## src/pchp_pkg.sv

```systemverilog
// package for the paged control host port: register map, fields, types
package pchp_pkg;
   localparam int unsigned ADDR_W = 5;
   localparam int unsigned DATA_W = 8;
   localparam int unsigned PAR_W = 24;
   localparam logic [4:0] ADDR_GLOBAL_RESET = 5'h00;
   localparam logic [4:0] ADDR_STATUS = 5'h01;
   localparam logic [4:0] ADDR_PAGE = 5'h02;
   localparam logic [4:0] ADDR_CHECKSUM = 5'h03;
   localparam logic [4:0] ADDR_GEN_SYNC = 5'h04;
   localparam logic [4:0] ADDR_CNT_SYNC = 5'h05;
   localparam logic [4:0] ADDR_RAMP_LO = 5'h06;
   localparam logic [4:0] ADDR_RAMP_HI = 5'h07;
   localparam int unsigned PAGED_BASE_BIT = 4;
   localparam int unsigned UNUSED_BIT = 3;
   localparam logic [7:0] RST_GLOBAL = 8'h00F0;
   localparam logic [7:0] RST_ZERO = 8'h0000;
   localparam logic [7:0] ALL_ONES8 = 8'h00FF;
   localparam logic [23:0] ALL_ONES24 = 24'hFF_FFFF;
   localparam int unsigned GR_EDGE_WRITE = 3;
   localparam int unsigned ST_READY = 0;
   localparam int unsigned ST_MISSED = 1;
   localparam int unsigned ST_IOV = 2;
   localparam int unsigned ST_QOV = 3;
   localparam int unsigned ST_CHECK = 4;
   localparam logic [7:0] ST_RW_MASK = 8'h001F;
   localparam int unsigned PG_EXTRA_BIT = 0;
   localparam logic [6:0] OUTPUT_PAGE = 7'h00;
   // general sync register: bits 1:0 pick sync output source, bit 2 fires one-shot
   localparam int unsigned GS_SO_SEL_LO = 0;
   localparam int unsigned GS_ONE_SHOT = 2;
   localparam int unsigned SO_DELAY = 2;
   typedef enum logic [1:0] {
      PCHP_SO_FIRST = 2'b00,
      PCHP_SO_SECOND = 2'b01,
      PCHP_SO_TERMINAL = 2'b10,
      PCHP_SO_ONESHOT = 2'b11
   } pchp_so_src_t;
   typedef struct packed {
      logic cs_n;
      logic rd_n;
      logic wr_n;
      logic [4:0] addr;
      logic [7:0] data;
   } pchp_host_in_t;
   typedef struct packed {
      logic ready_set;
      logic missed_set;
      logic iov_set;
      logic qov_set;
      logic check_set;
   } pchp_events_t;
endpackage

```

## src/pchp_host_port.sv

```systemverilog
// control host port: paged register map, tri-state data, sync output select
`timescale 1ns/1ps
module pchp_host_port (
   input wire logic core_clk,
   input wire logic srst,
   input wire pchp_pkg::pchp_host_in_t host_in,
   output logic [7:0] ctl_data_out,
   output logic ctl_data_oe_n,
   input wire logic wide_word_mode,
   input wire logic four_bit_mode,
   input wire logic [23:0] out_page_data,
   output logic [23:0] par_data_out,
   output logic par_data_oe_n,
   input wire logic sync_in_first_n,
   input wire logic sync_in_second_n,
   input wire logic sync_counter_terminal,
   input wire pchp_pkg::pchp_events_t events,
   input wire logic [7:0] checksum_value,
   output logic sync_out_n,
   output logic [7:0] global_reset_controls,
   output logic [7:0] general_sync_select,
   output logic [7:0] counter_sync_select,
   output logic [15:0] ramp_counter,
   output logic [6:0] page_number,
   output logic paged_wr,
   output logic [3:0] paged_index,
   output logic [7:0] paged_wdata,
   input wire logic [7:0] paged_rdata
);
   import pchp_pkg::*;

   // host pins are asynchronous to core_clk
   pchp_host_in_t hin_s1_r, hin_r;
   always_ff @(posedge core_clk) begin
      hin_s1_r <= host_in;
      hin_r <= hin_s1_r;
   end

   logic [7:0] gres_r, status_r, page_r, gsync_r, csync_r, ramp_lo_r, ramp_hi_r;
   logic [4:0] eff_addr;
   logic rd_act, wr_lvl, wr_prev_r, wr_fire;
   logic [7:0] wdata_hold_r;
   logic [4:0] waddr_hold_r;

   // 4-bit hosts lose A3; page bit 0 stands in for it
   always_comb begin
      eff_addr = hin_r.addr;
      if (four_bit_mode) begin
         eff_addr[UNUSED_BIT] = page_r[PG_EXTRA_BIT];
      end
   end

   assign rd_act = !hin_r.cs_n && !hin_r.rd_n && hin_r.wr_n;
   assign wr_lvl = !hin_r.cs_n && !hin_r.wr_n;

   // level mode writes once at the strobe start; edge mode writes data held at the rise
   always_ff @(posedge core_clk) begin
      if (srst) begin
         wr_prev_r <= 1'b0;
         wdata_hold_r <= RST_ZERO;
         waddr_hold_r <= 5'h00;
      end else begin
         wr_prev_r <= wr_lvl;
         if (wr_lvl) begin
            wdata_hold_r <= hin_r.data;
            waddr_hold_r <= eff_addr;
         end
      end
   end

   logic edge_mode;
   logic [7:0] wdata;
   logic [4:0] waddr;
   assign edge_mode = gres_r[GR_EDGE_WRITE];
   assign wr_fire = edge_mode ? (wr_prev_r && !wr_lvl) : (wr_lvl && !wr_prev_r);
   assign wdata = edge_mode ? wdata_hold_r : hin_r.data;
   assign waddr = edge_mode ? waddr_hold_r : eff_addr;

   logic is_paged, is_unused, wr_g;
   assign is_paged = waddr[PAGED_BASE_BIT];
   assign is_unused = !waddr[PAGED_BASE_BIT] && waddr[UNUSED_BIT];
   assign wr_g = wr_fire && !is_paged && !is_unused;

   always_ff @(posedge core_clk) begin
      if (srst) begin
         gres_r <= RST_GLOBAL;
         page_r <= RST_ZERO;
         gsync_r <= RST_ZERO;
         csync_r <= RST_ZERO;
         ramp_lo_r <= RST_ZERO;
         ramp_hi_r <= RST_ZERO;
      end else if (wr_g) begin
         case (waddr)
            ADDR_GLOBAL_RESET: gres_r <= wdata;
            ADDR_PAGE: page_r <= wdata;
            ADDR_GEN_SYNC: gsync_r <= wdata;
            ADDR_CNT_SYNC: csync_r <= wdata;
            ADDR_RAMP_LO: ramp_lo_r <= wdata;
            ADDR_RAMP_HI: ramp_hi_r <= wdata;
            default: ;
         endcase
      end
   end

   // status: hardware set of bits 1-4 wins over a host write of zero; ready_set clears bit 0
   logic st_wr;
   logic [4:0] ev_vec;
   assign st_wr = wr_g && (waddr == ADDR_STATUS);
   assign ev_vec = {events.check_set, events.qov_set, events.iov_set, events.missed_set, 1'b0};
   always_ff @(posedge core_clk) begin
      if (srst) begin
         status_r <= RST_ZERO;
      end else begin
         status_r <= (((st_wr ? wdata : status_r) & ST_RW_MASK) | {3'b000, ev_vec})
                     & ~{7'h00, events.ready_set};
      end
   end

   // read mux
   logic [7:0] rdata;
   always_comb begin
      rdata = RST_ZERO;
      if (eff_addr[PAGED_BASE_BIT]) begin
         rdata = paged_rdata;
      end else if (!eff_addr[UNUSED_BIT]) begin
         case (eff_addr)
            ADDR_GLOBAL_RESET: rdata = gres_r;
            ADDR_STATUS: rdata = status_r;
            ADDR_PAGE: rdata = page_r;
            ADDR_CHECKSUM: rdata = checksum_value;
            ADDR_GEN_SYNC: rdata = gsync_r;
            ADDR_CNT_SYNC: rdata = csync_r;
            ADDR_RAMP_LO: rdata = ramp_lo_r;
            ADDR_RAMP_HI: rdata = ramp_hi_r;
            default: rdata = RST_ZERO;
         endcase
      end
   end

   always_ff @(posedge core_clk) begin
      if (srst) begin
         ctl_data_out <= RST_ZERO;
         par_data_out <= ALL_ONES24;
      end else begin
         ctl_data_out <= rdata;
         par_data_out <= (page_r[7:1] == OUTPUT_PAGE) ? out_page_data : ALL_ONES24;
      end
   end
   assign ctl_data_oe_n = !rd_act;
   assign par_data_oe_n = !(rd_act && wide_word_mode);

   assign global_reset_controls = gres_r;
   assign general_sync_select = gsync_r;
   assign counter_sync_select = csync_r;
   assign ramp_counter = {ramp_hi_r, ramp_lo_r};
   assign page_number = page_r[7:1];
   assign paged_wr = wr_fire && is_paged;
   assign paged_index = waddr[3:0];
   assign paged_wdata = wdata;

   // sync inputs: two stages then a short delay line
   logic [1:0] sa_sync_r, sb_sync_r;
   logic [SO_DELAY-1:0] sa_dly_r, sb_dly_r;
   always_ff @(posedge core_clk) begin
      if (srst) begin
         sa_sync_r <= 2'b11;
         sb_sync_r <= 2'b11;
         sa_dly_r <= '1;
         sb_dly_r <= '1;
      end else begin
         sa_sync_r <= {sa_sync_r[0], sync_in_first_n};
         sb_sync_r <= {sb_sync_r[0], sync_in_second_n};
         sa_dly_r <= {sa_dly_r[SO_DELAY-2:0], sa_sync_r[1]};
         sb_dly_r <= {sb_dly_r[SO_DELAY-2:0], sb_sync_r[1]};
      end
   end

   // one-shot: one pulse per rising write of the control bit
   logic os_prev_r, os_pulse;
   always_ff @(posedge core_clk) begin
      if (srst) begin
         os_prev_r <= 1'b0;
      end else begin
         os_prev_r <= gsync_r[GS_ONE_SHOT];
      end
   end
   assign os_pulse = gsync_r[GS_ONE_SHOT] && !os_prev_r;

   pchp_so_src_t so_src;
   assign so_src = pchp_so_src_t'(gsync_r[GS_SO_SEL_LO +: 2]);
   always_ff @(posedge core_clk) begin
      if (srst) begin
         sync_out_n <= 1'b1;
      end else begin
         case (so_src)
            PCHP_SO_FIRST: sync_out_n <= sa_dly_r[SO_DELAY-1];
            PCHP_SO_SECOND: sync_out_n <= sb_dly_r[SO_DELAY-1];
            PCHP_SO_TERMINAL: sync_out_n <= !sync_counter_terminal;
            PCHP_SO_ONESHOT: sync_out_n <= !os_pulse;
            default: sync_out_n <= 1'b1;
         endcase
      end
   end
endmodule // pchp_host_port

```

## config.mk

```make
export PLATFORM = sky130hd
export DESIGN_NAME = pchp_host_port
export DESIGN_NICKNAME = d
export VERILOG_FILES = /design/src/pchp_pkg.sv /design/src/pchp_host_port.sv
export SDC_FILE = /design/constraint.sdc
export NUM_CORES = 1
export LEC_CHECK = 0
export BUFFER_PORTS_ARGS = -buffer_cell sky130_fd_sc_hd__clkbuf_2
export CAP_MARGIN = 20
export CORE_MARGIN = 2
export CORE_UTILIZATION = 35
export DETAILED_ROUTE_END_ITERATION = 8
export PLACE_DENSITY_LB_ADDON = 0.12
export REMOVE_ABC_BUFFERS = 1
export SYNTH_ARGS = -nofsm -noshare
export SYNTH_HDL_FRONTEND = slang
export SYNTH_SLANG_ARGS = --single-unit
```

## constraint.sdc

```tcl
create_clock -name core_clk -period 2.03 [get_ports core_clk]
set_clock_uncertainty 0.05 [all_clocks]
set_input_delay 0.1015 -clock core_clk [delete_from_list [all_inputs] [get_ports core_clk]]
set_output_delay 0.1015 -clock core_clk [all_outputs]
set_load 0.03 [all_outputs]
```

Word level (Yosys, flattened, before mapping)
Index checks and enable logic that the tools add are counted.
{ "totals": {"inputBits": 68, "out_inout_bits": 95, "word_cells": 92, "register_bits": 144} }
{ "classes": {"n_mux": 9, "bitwise_logic": 4, "n_eq_ne": 16, "reduce_logical": 35} }
{ "ops": {"columns": ["cell", "n"], "rows": [
  ["$pmux 8 s8", 1],
  ["$eq 5x3->1 const B", 8],
  ["$mux 8", 3],
  ["$eq 5x2->1 const B", 3],
  ["$logic_and 1x1->1", 12],
  ["$logic_not 1->1", 12],
  ["$reduce_and 2->1", 6],
  ["$eq 5x1->1 const B", 2],
  ["$logic_not 5->1", 2],
  ["$mux 5", 2],
  ["$and 5x8->8", 1],
  ["$not 1->8", 1],
  ["$logic_not 7->1", 1],
  ["$or 5x5->5", 1],
  ["$eq 2x2->1 const B", 2],
  ["$pmux 1 s4", 1],
  ["$eq 2x1->1 const B", 1],
  ["$logic_not 2->1", 1],
  ["$mux 1", 2],
  ["$reduce_or 2->1", 1],
  ["$not 1->1", 1]
]} }

Longest topological paths before layout
{ "logic_depth": {"ltp_word": 11, "depth_mapped": 8} }

Worst setup path after synthesis
Ideal clock, no wire load.
{ "synth_path": {"path_type": "reg2reg", "start": "reg gres_r[3] (netlist: global_reset_controls[3])", "end": "reg status_r[0]", "stages_incl_launch_ff": 8, "required_ns": 1.850, "synth_period_minus_slack_ns": 2.343, "slack_ns": -0.313, "arrival_time_ns": 2.163, "path_cell_list": "dfxtp_1 > buf_6 > clkbuf_1 > buf_2 > mux2i_1 > inv_1 > mux2i_1 > nor3_1"} }
{ "synth_via": {"word_cells_on_any_way": 13, "cone_classes": "eq/ne: 1; mux: 4; bitwise: 2; reduce/logical: 6"} }
{ "synth_lines": {"columns": ["element", "line", "rtl"], "rows": [
  ["from (decl)", "pchp_host_port.sv:39", "logic [7:0] gres_r, status_r, page_r, gsync_r, csync_r, ramp_lo_r, ramp_hi_r;"],
  ["from (signal assigned)", "pchp_host_port.sv:94", "ADDR_GLOBAL_RESET: gres_r <= wdata;"],
  ["$mux 8", "pchp_host_port.sv:76", "assign wdata = edge_mode ? wdata_hold_r : hin_r.data;"],
  ["named net paged_wdata[0]", "pchp_host_port.sv:27", "output logic [7:0] paged_wdata,"],
  ["$mux 5", "pchp_host_port.sv:114", "status_r <= (((st_wr ? wdata : status_r) & ST_RW_MASK) | {3'b000, ev_vec})"],
  ["$or 5x5->5", "pchp_host_port.sv:114", null],
  ["$and 5x8->8", "pchp_host_port.sv:115", "& ~{7'h00, events.ready_set};"],
  ["to (signal assigned)", "pchp_host_port.sv:114", null],
  ["to (decl)", "pchp_host_port.sv:39", null]
]} }
The timed path passes the listed nets, and every way through them passes these cells.
A chain may end at the register's enable or synchronous reset.

Final worst setup path
{ "layout_path": {"start": "reg hin_r[15] in the netlist's numbering", "end": "reg csync_r[1] (netlist: counter_sync_select[1])"} }
{ "layout_via": {"elab_chain_cells": 8, "word_cells_on_any_way": 9, "cone_classes": "mux: 1; reduce/logical: 8"} }
{ "layout_rtl": {"columns": ["element", "line", "rtl"], "rows": [
  ["from (decl)", "pchp_host_port.sv:33", "pchp_host_in_t hin_s1_r, hin_r;"],
  ["from (signal assigned)", "pchp_host_port.sv:36", "hin_r <= hin_s1_r;"],
  ["$logic_not 1->1 *", "pchp_host_port.sv:54", "assign wr_lvl = !hin_r.cs_n && !hin_r.wr_n;"],
  ["$logic_and 1x1->1 *", "pchp_host_port.sv:54", null],
  ["$logic_not 1->1", "pchp_host_port.sv:75", "assign wr_fire = edge_mode ? (wr_prev_r && !wr_lvl) : (wr_lvl && !wr_prev_r);"],
  ["$logic_and 1x1->1", "pchp_host_port.sv:75", null],
  ["$mux 1 *", "pchp_host_port.sv:75", null],
  ["$logic_and 1x1->1 * (2 in a row)", "pchp_host_port.sv:82", "assign wr_g = wr_fire && !is_paged && !is_unused;"],
  ["$reduce_and 2->1 (no source line) *", null, null],
  ["to (signal assigned)", "pchp_host_port.sv:97", "ADDR_CNT_SYNC: csync_r <= wdata;"],
  ["to (decl)", "pchp_host_port.sv:39", null]
]} }
Mark *: on every way between the ends. The rest lies on a longest branch, timed or not.

==> flow_metrics.py <==
metrics = {
    "clocking": {
        "cts_buffer_depth": 2,
        "tritoncts": "done",
        "clock-sinks": 141,
        "clock-root-buffer": "clkbuf_16",
        "cts_made_buffers": 17,
        "path_clk_slew_ns": 0.06,
        "htree_num_levels": 4,
        "clock_latency_ns": 0.42,
    },
    "critical_path": {
        "cp_slowest_cell": "or4_4",
        "cp-start-kind": "register",
        "crit_family": "simple AND/OR/NAND/NOR gates",
        "cpPeakStageDelay_ns": 0.52,
        "worst-path-buf-inv": 1,
        "crit_type": "register to register",
        "worst_ep_arrival_time_ns": 2.26,
        "path_max_fanout": 16,
        "r2r_slack_ns": 0.05,
        "critPathLaunch": "hin_r[15]",
        "r2r_cells": 6,
        "cp.required_ns": 2.31,
        "endpoint_kind": "register",
        "r2r_end": "counter_sync_select[1]",
        "rr_startpoint": "hin_r[15]",
        "cp_cell_sequence": "or4_4 > o32a_4 > nor3_4 > buf_12 > nor2_1 > a211oi_2",
    },
    "timing": {
        "hold_viol": 0,
        "slew_headroom_pct": 67.8,
        "rsz0062_at_grt": "true",
        "worst_slack_ns": 0.0526,
        "fin_crit_ns": 1.98,
        "worst_pin_slew_ns": 0.483,
        "setup_viol": 0,
        "fin_crit_sh_pct": 97.4,
        "slew_viol_final": 0,
        "timing.fmax_mhz": 506,
    },
    "global_routing": {
        "grt_max_degree": 86,
        "antenna_found_initial": 0,
        "met3_usage_pct": 5.20,
        "top_usage_layer": "met2",
        "met1_usage_pct": 23.8,
        "grt_pass1_wl_mm": 23.0,
        "grt_overflow": 0,
        "grt_pass1_vias": 4405,
        "grt_usage_pct": 19.0,
        "grtUsageMet2_pct": 31.4,
    },
    "drt": {
        "drtIter0Drc": 205,
        "antenna_left": 0,
        "drt-total-wl_mm": 14.9,
        "via_per_inst": 4.83,
        "wl_per_cell_microns": 16.1,
        "via_count": 4466,
        "dr.pass1.iters": 4,
        "drc_errors": 0,
    },
    "synthesis": {
        "synth-seq-cells": 141,
        "ys_dominant_reg_cell": "dfxtp_1",
        "yosys.area.top_type": "dfxtp_1",
        "yosysSeqAreaShare_pct": 55.7,
        "synth_edf_count": 0,
        "yosysUniqueCellTypes": 35,
        "synth_area_per_cell_sq_um": 10.2,
        "synth_top_area_share_pct": 55.7,
        "syn_area_sq_um": 5070,
        "synth_async_sr_flop_share_pct": 0,
        "synthCells": 497,
        "yosys_warnings": 0,
        "synthTopCellsByArea": "dfxtp_1 (56%), a211oi_1 (6.4%), or2_2 (4.2%)",
    },
    "floorplan": {
        "io_pins": 163,
        "dieWidth_microns": 124,
        "initial_utilization_pct": 36.2,
        "dieArea_sq_um": 15500,
        "coreArea_sq_um": 14000,
        "die_h_microns": 124,
        "row_count": 43,
    },
    "power": {
        "ir_drop_mv": 0.514,
        "power_leakage_uw": 0.00316,
        "powerDensity_nw_per_um2": 910,
        "p_total_uw": 6750,
    },
    "hold_path": {
        "min_path_type": "input pin to register",
        "hold_start": "paged_rdata[7]",
        "whs_path_depth": 4,
        "hold_path_end": "ctl_data_out[7]",
    },
    "placed_design": {
        "hpwlAfterDp_mm": 10.6,
        "io_buffers": 162,
        "preCtsSetupSlack_ns": 0.0160,
        "gp_congestion": 0.787,
    },
    "cells_and_area": {
        "area_growth_syn_to_layout_pct": 46.5,
        "layout.nets": 801,
        "drive_gt1_share_pct": 38.4,
        "diodes": 0,
    },
    "job": {
        "cap_viol_max_count": 0,
    },
    "run_status": {
        "status": "finished clean",
    },
}
[worst max-delay path by stage]
| stage | endpoint | cells after the start |
|---|---|---|
| detailed placement | counter_sync_select[1] | 6 |
| finish | counter_sync_select[1] | 6 |
| floorplan | general_sync_select[2] | 6 |
| global placement | status_r[3] | 6 |
| global route | paged_wdata[1] | 5 |
| CTS | global_reset_controls[3] | 7 |
[synthesized netlist by cell type, types with 3 or more instances]
| library cell | n |
|---|---|
| dfxtp_1 | 141 |
| nor2_1 | 55 |
| a211oi_1 | 43 |
| nand2_1 | 34 |
| or2_2 | 34 |
| a21oi_1 | 28 |
| clkbuf_1 | 20 |
| inv_1 | 18 |
| mux2i_1 | 18 |
| a22oi_1 | 14 |
| a22o_1 | 10 |
| buf_4 | 8 |
| o22ai_1 | 8 |
| nor3_1 | 7 |
| nor3_4 | 7 |
| a31oi_1 | 6 |
| buf_6 | 6 |
| mux2_2 | 6 |
| a221oi_1 | 5 |
| nor2b_1 | 5 |
| buf_1 | 3 |
| o21ai_0 | 3 |
[metal layers]
metal  wire (microns)  up-vias
met5                0        -
met4              263        0
met3              999       21
met2             7200      142
met1             6390     2080
li1                 -     2223
[area by class of cell]
type | instances | area [sq um]
fill | 1303 | 6570
sequential | 141 | 2820
multi-input combinational | 300 | 1990
timing repair buffer | 255 | 1720
clock buffer | 24 | 492
tap | 180 | 225
clock inverter | 7 | 110
inverter | 18 | 67.6
[what timing repair did]
item                       CTS  global route
setup endpoints to repair    0            48
setup buffers                0             1
hold buffers                55             0
hold endpoints to repair    55             0
gates resized for setup      0            12
[power breakdown]
part	switching [uW]	leakage [uW]	internal, uW
Sequential	49.7	0.00116	2880
Clock	1090	0.000300	2050
Combinational	397	0.00170	290
[kinds of logic (layout without fill, tap and decap cells)]
kind of cell	count (synthesis)	after routing	share of synthesized area (%)
and+or+nand+nor	149	149	15.4
DFF	141	141	55.7
AOI/OAI and AO/OA	125	125	17.5
buffers and inverters	56	304	5.66
muxes	26	26	5.78
[through the flow]
| stage | utilization [%] | hold WS, ns | cells | TNS [ns] | cell area, sq um |
|---|---|---|---|---|---|
| 6_report | 53.1 | 0.0464 | 925 | 0 | 7420 |
| 5_1_grt | 53.1 | 0.0722 | 925 | -0.114 | 7420 |
| 4_1_cts | 52.6 | 0.0394 | 924 | 0 | 7360 |
| 3_5_place_dp | 44.4 | 0.155 | 838 | 0 | 6210 |
| 3_3_place_gp | 44.4 | 0.155 | 838 | 0 | 6210 |
| 2_1_floorplan | - | 0.0792 | 459 | -32.69 | 4850 |
[sequential cells by signal, indices dropped and copies added (netlist names), 8 cells and up]
name	count
par_data_out	24
hin_s1_r	16
hin_r	12
counter_sync_select	8
ctl_data_out	8
general_sync_select	8
global_reset_controls	8
page_r	8
ramp_hi_r	8
ramp_lo_r	8
wdata_hold_r	8
[cell usage in the layout, fill, tap and decap left out, types with 5 or more instances in the layout]
| master | count |
|---|---|
| clkbuf_2 | 162 |
| dfxtp_1 | 140 |
| nor2_1 | 55 |
| dlygate4sd3_1 | 55 |
| a211oi_1 | 40 |
| or2_2 | 34 |
| nand2_1 | 34 |
| buf_4 | 29 |
| a21oi_1 | 28 |
| inv_1 | 18 |
| clkbuf_16 | 17 |
| mux2i_1 | 16 |
| a22oi_1 | 14 |
| a22o_1 | 10 |
| o22ai_1 | 8 |
| nor3_4 | 7 |
| nor3_1 | 7 |
| mux2_2 | 6 |
| a31oi_1 | 6 |
| nor2b_1 | 5 |
| a221oi_1 | 5 |
| buf_6 | 5 |
[worst register-to-register path, cell delays in order (launching register included)]
cell      delay [ns]
dfxtp_2         0.33
or4_4           0.52
o32a_4          0.30
nor3_4          0.23
buf_12          0.17
nor2_1          0.07
a211oi_2        0.22
Power figures use the tool's default switching activity.
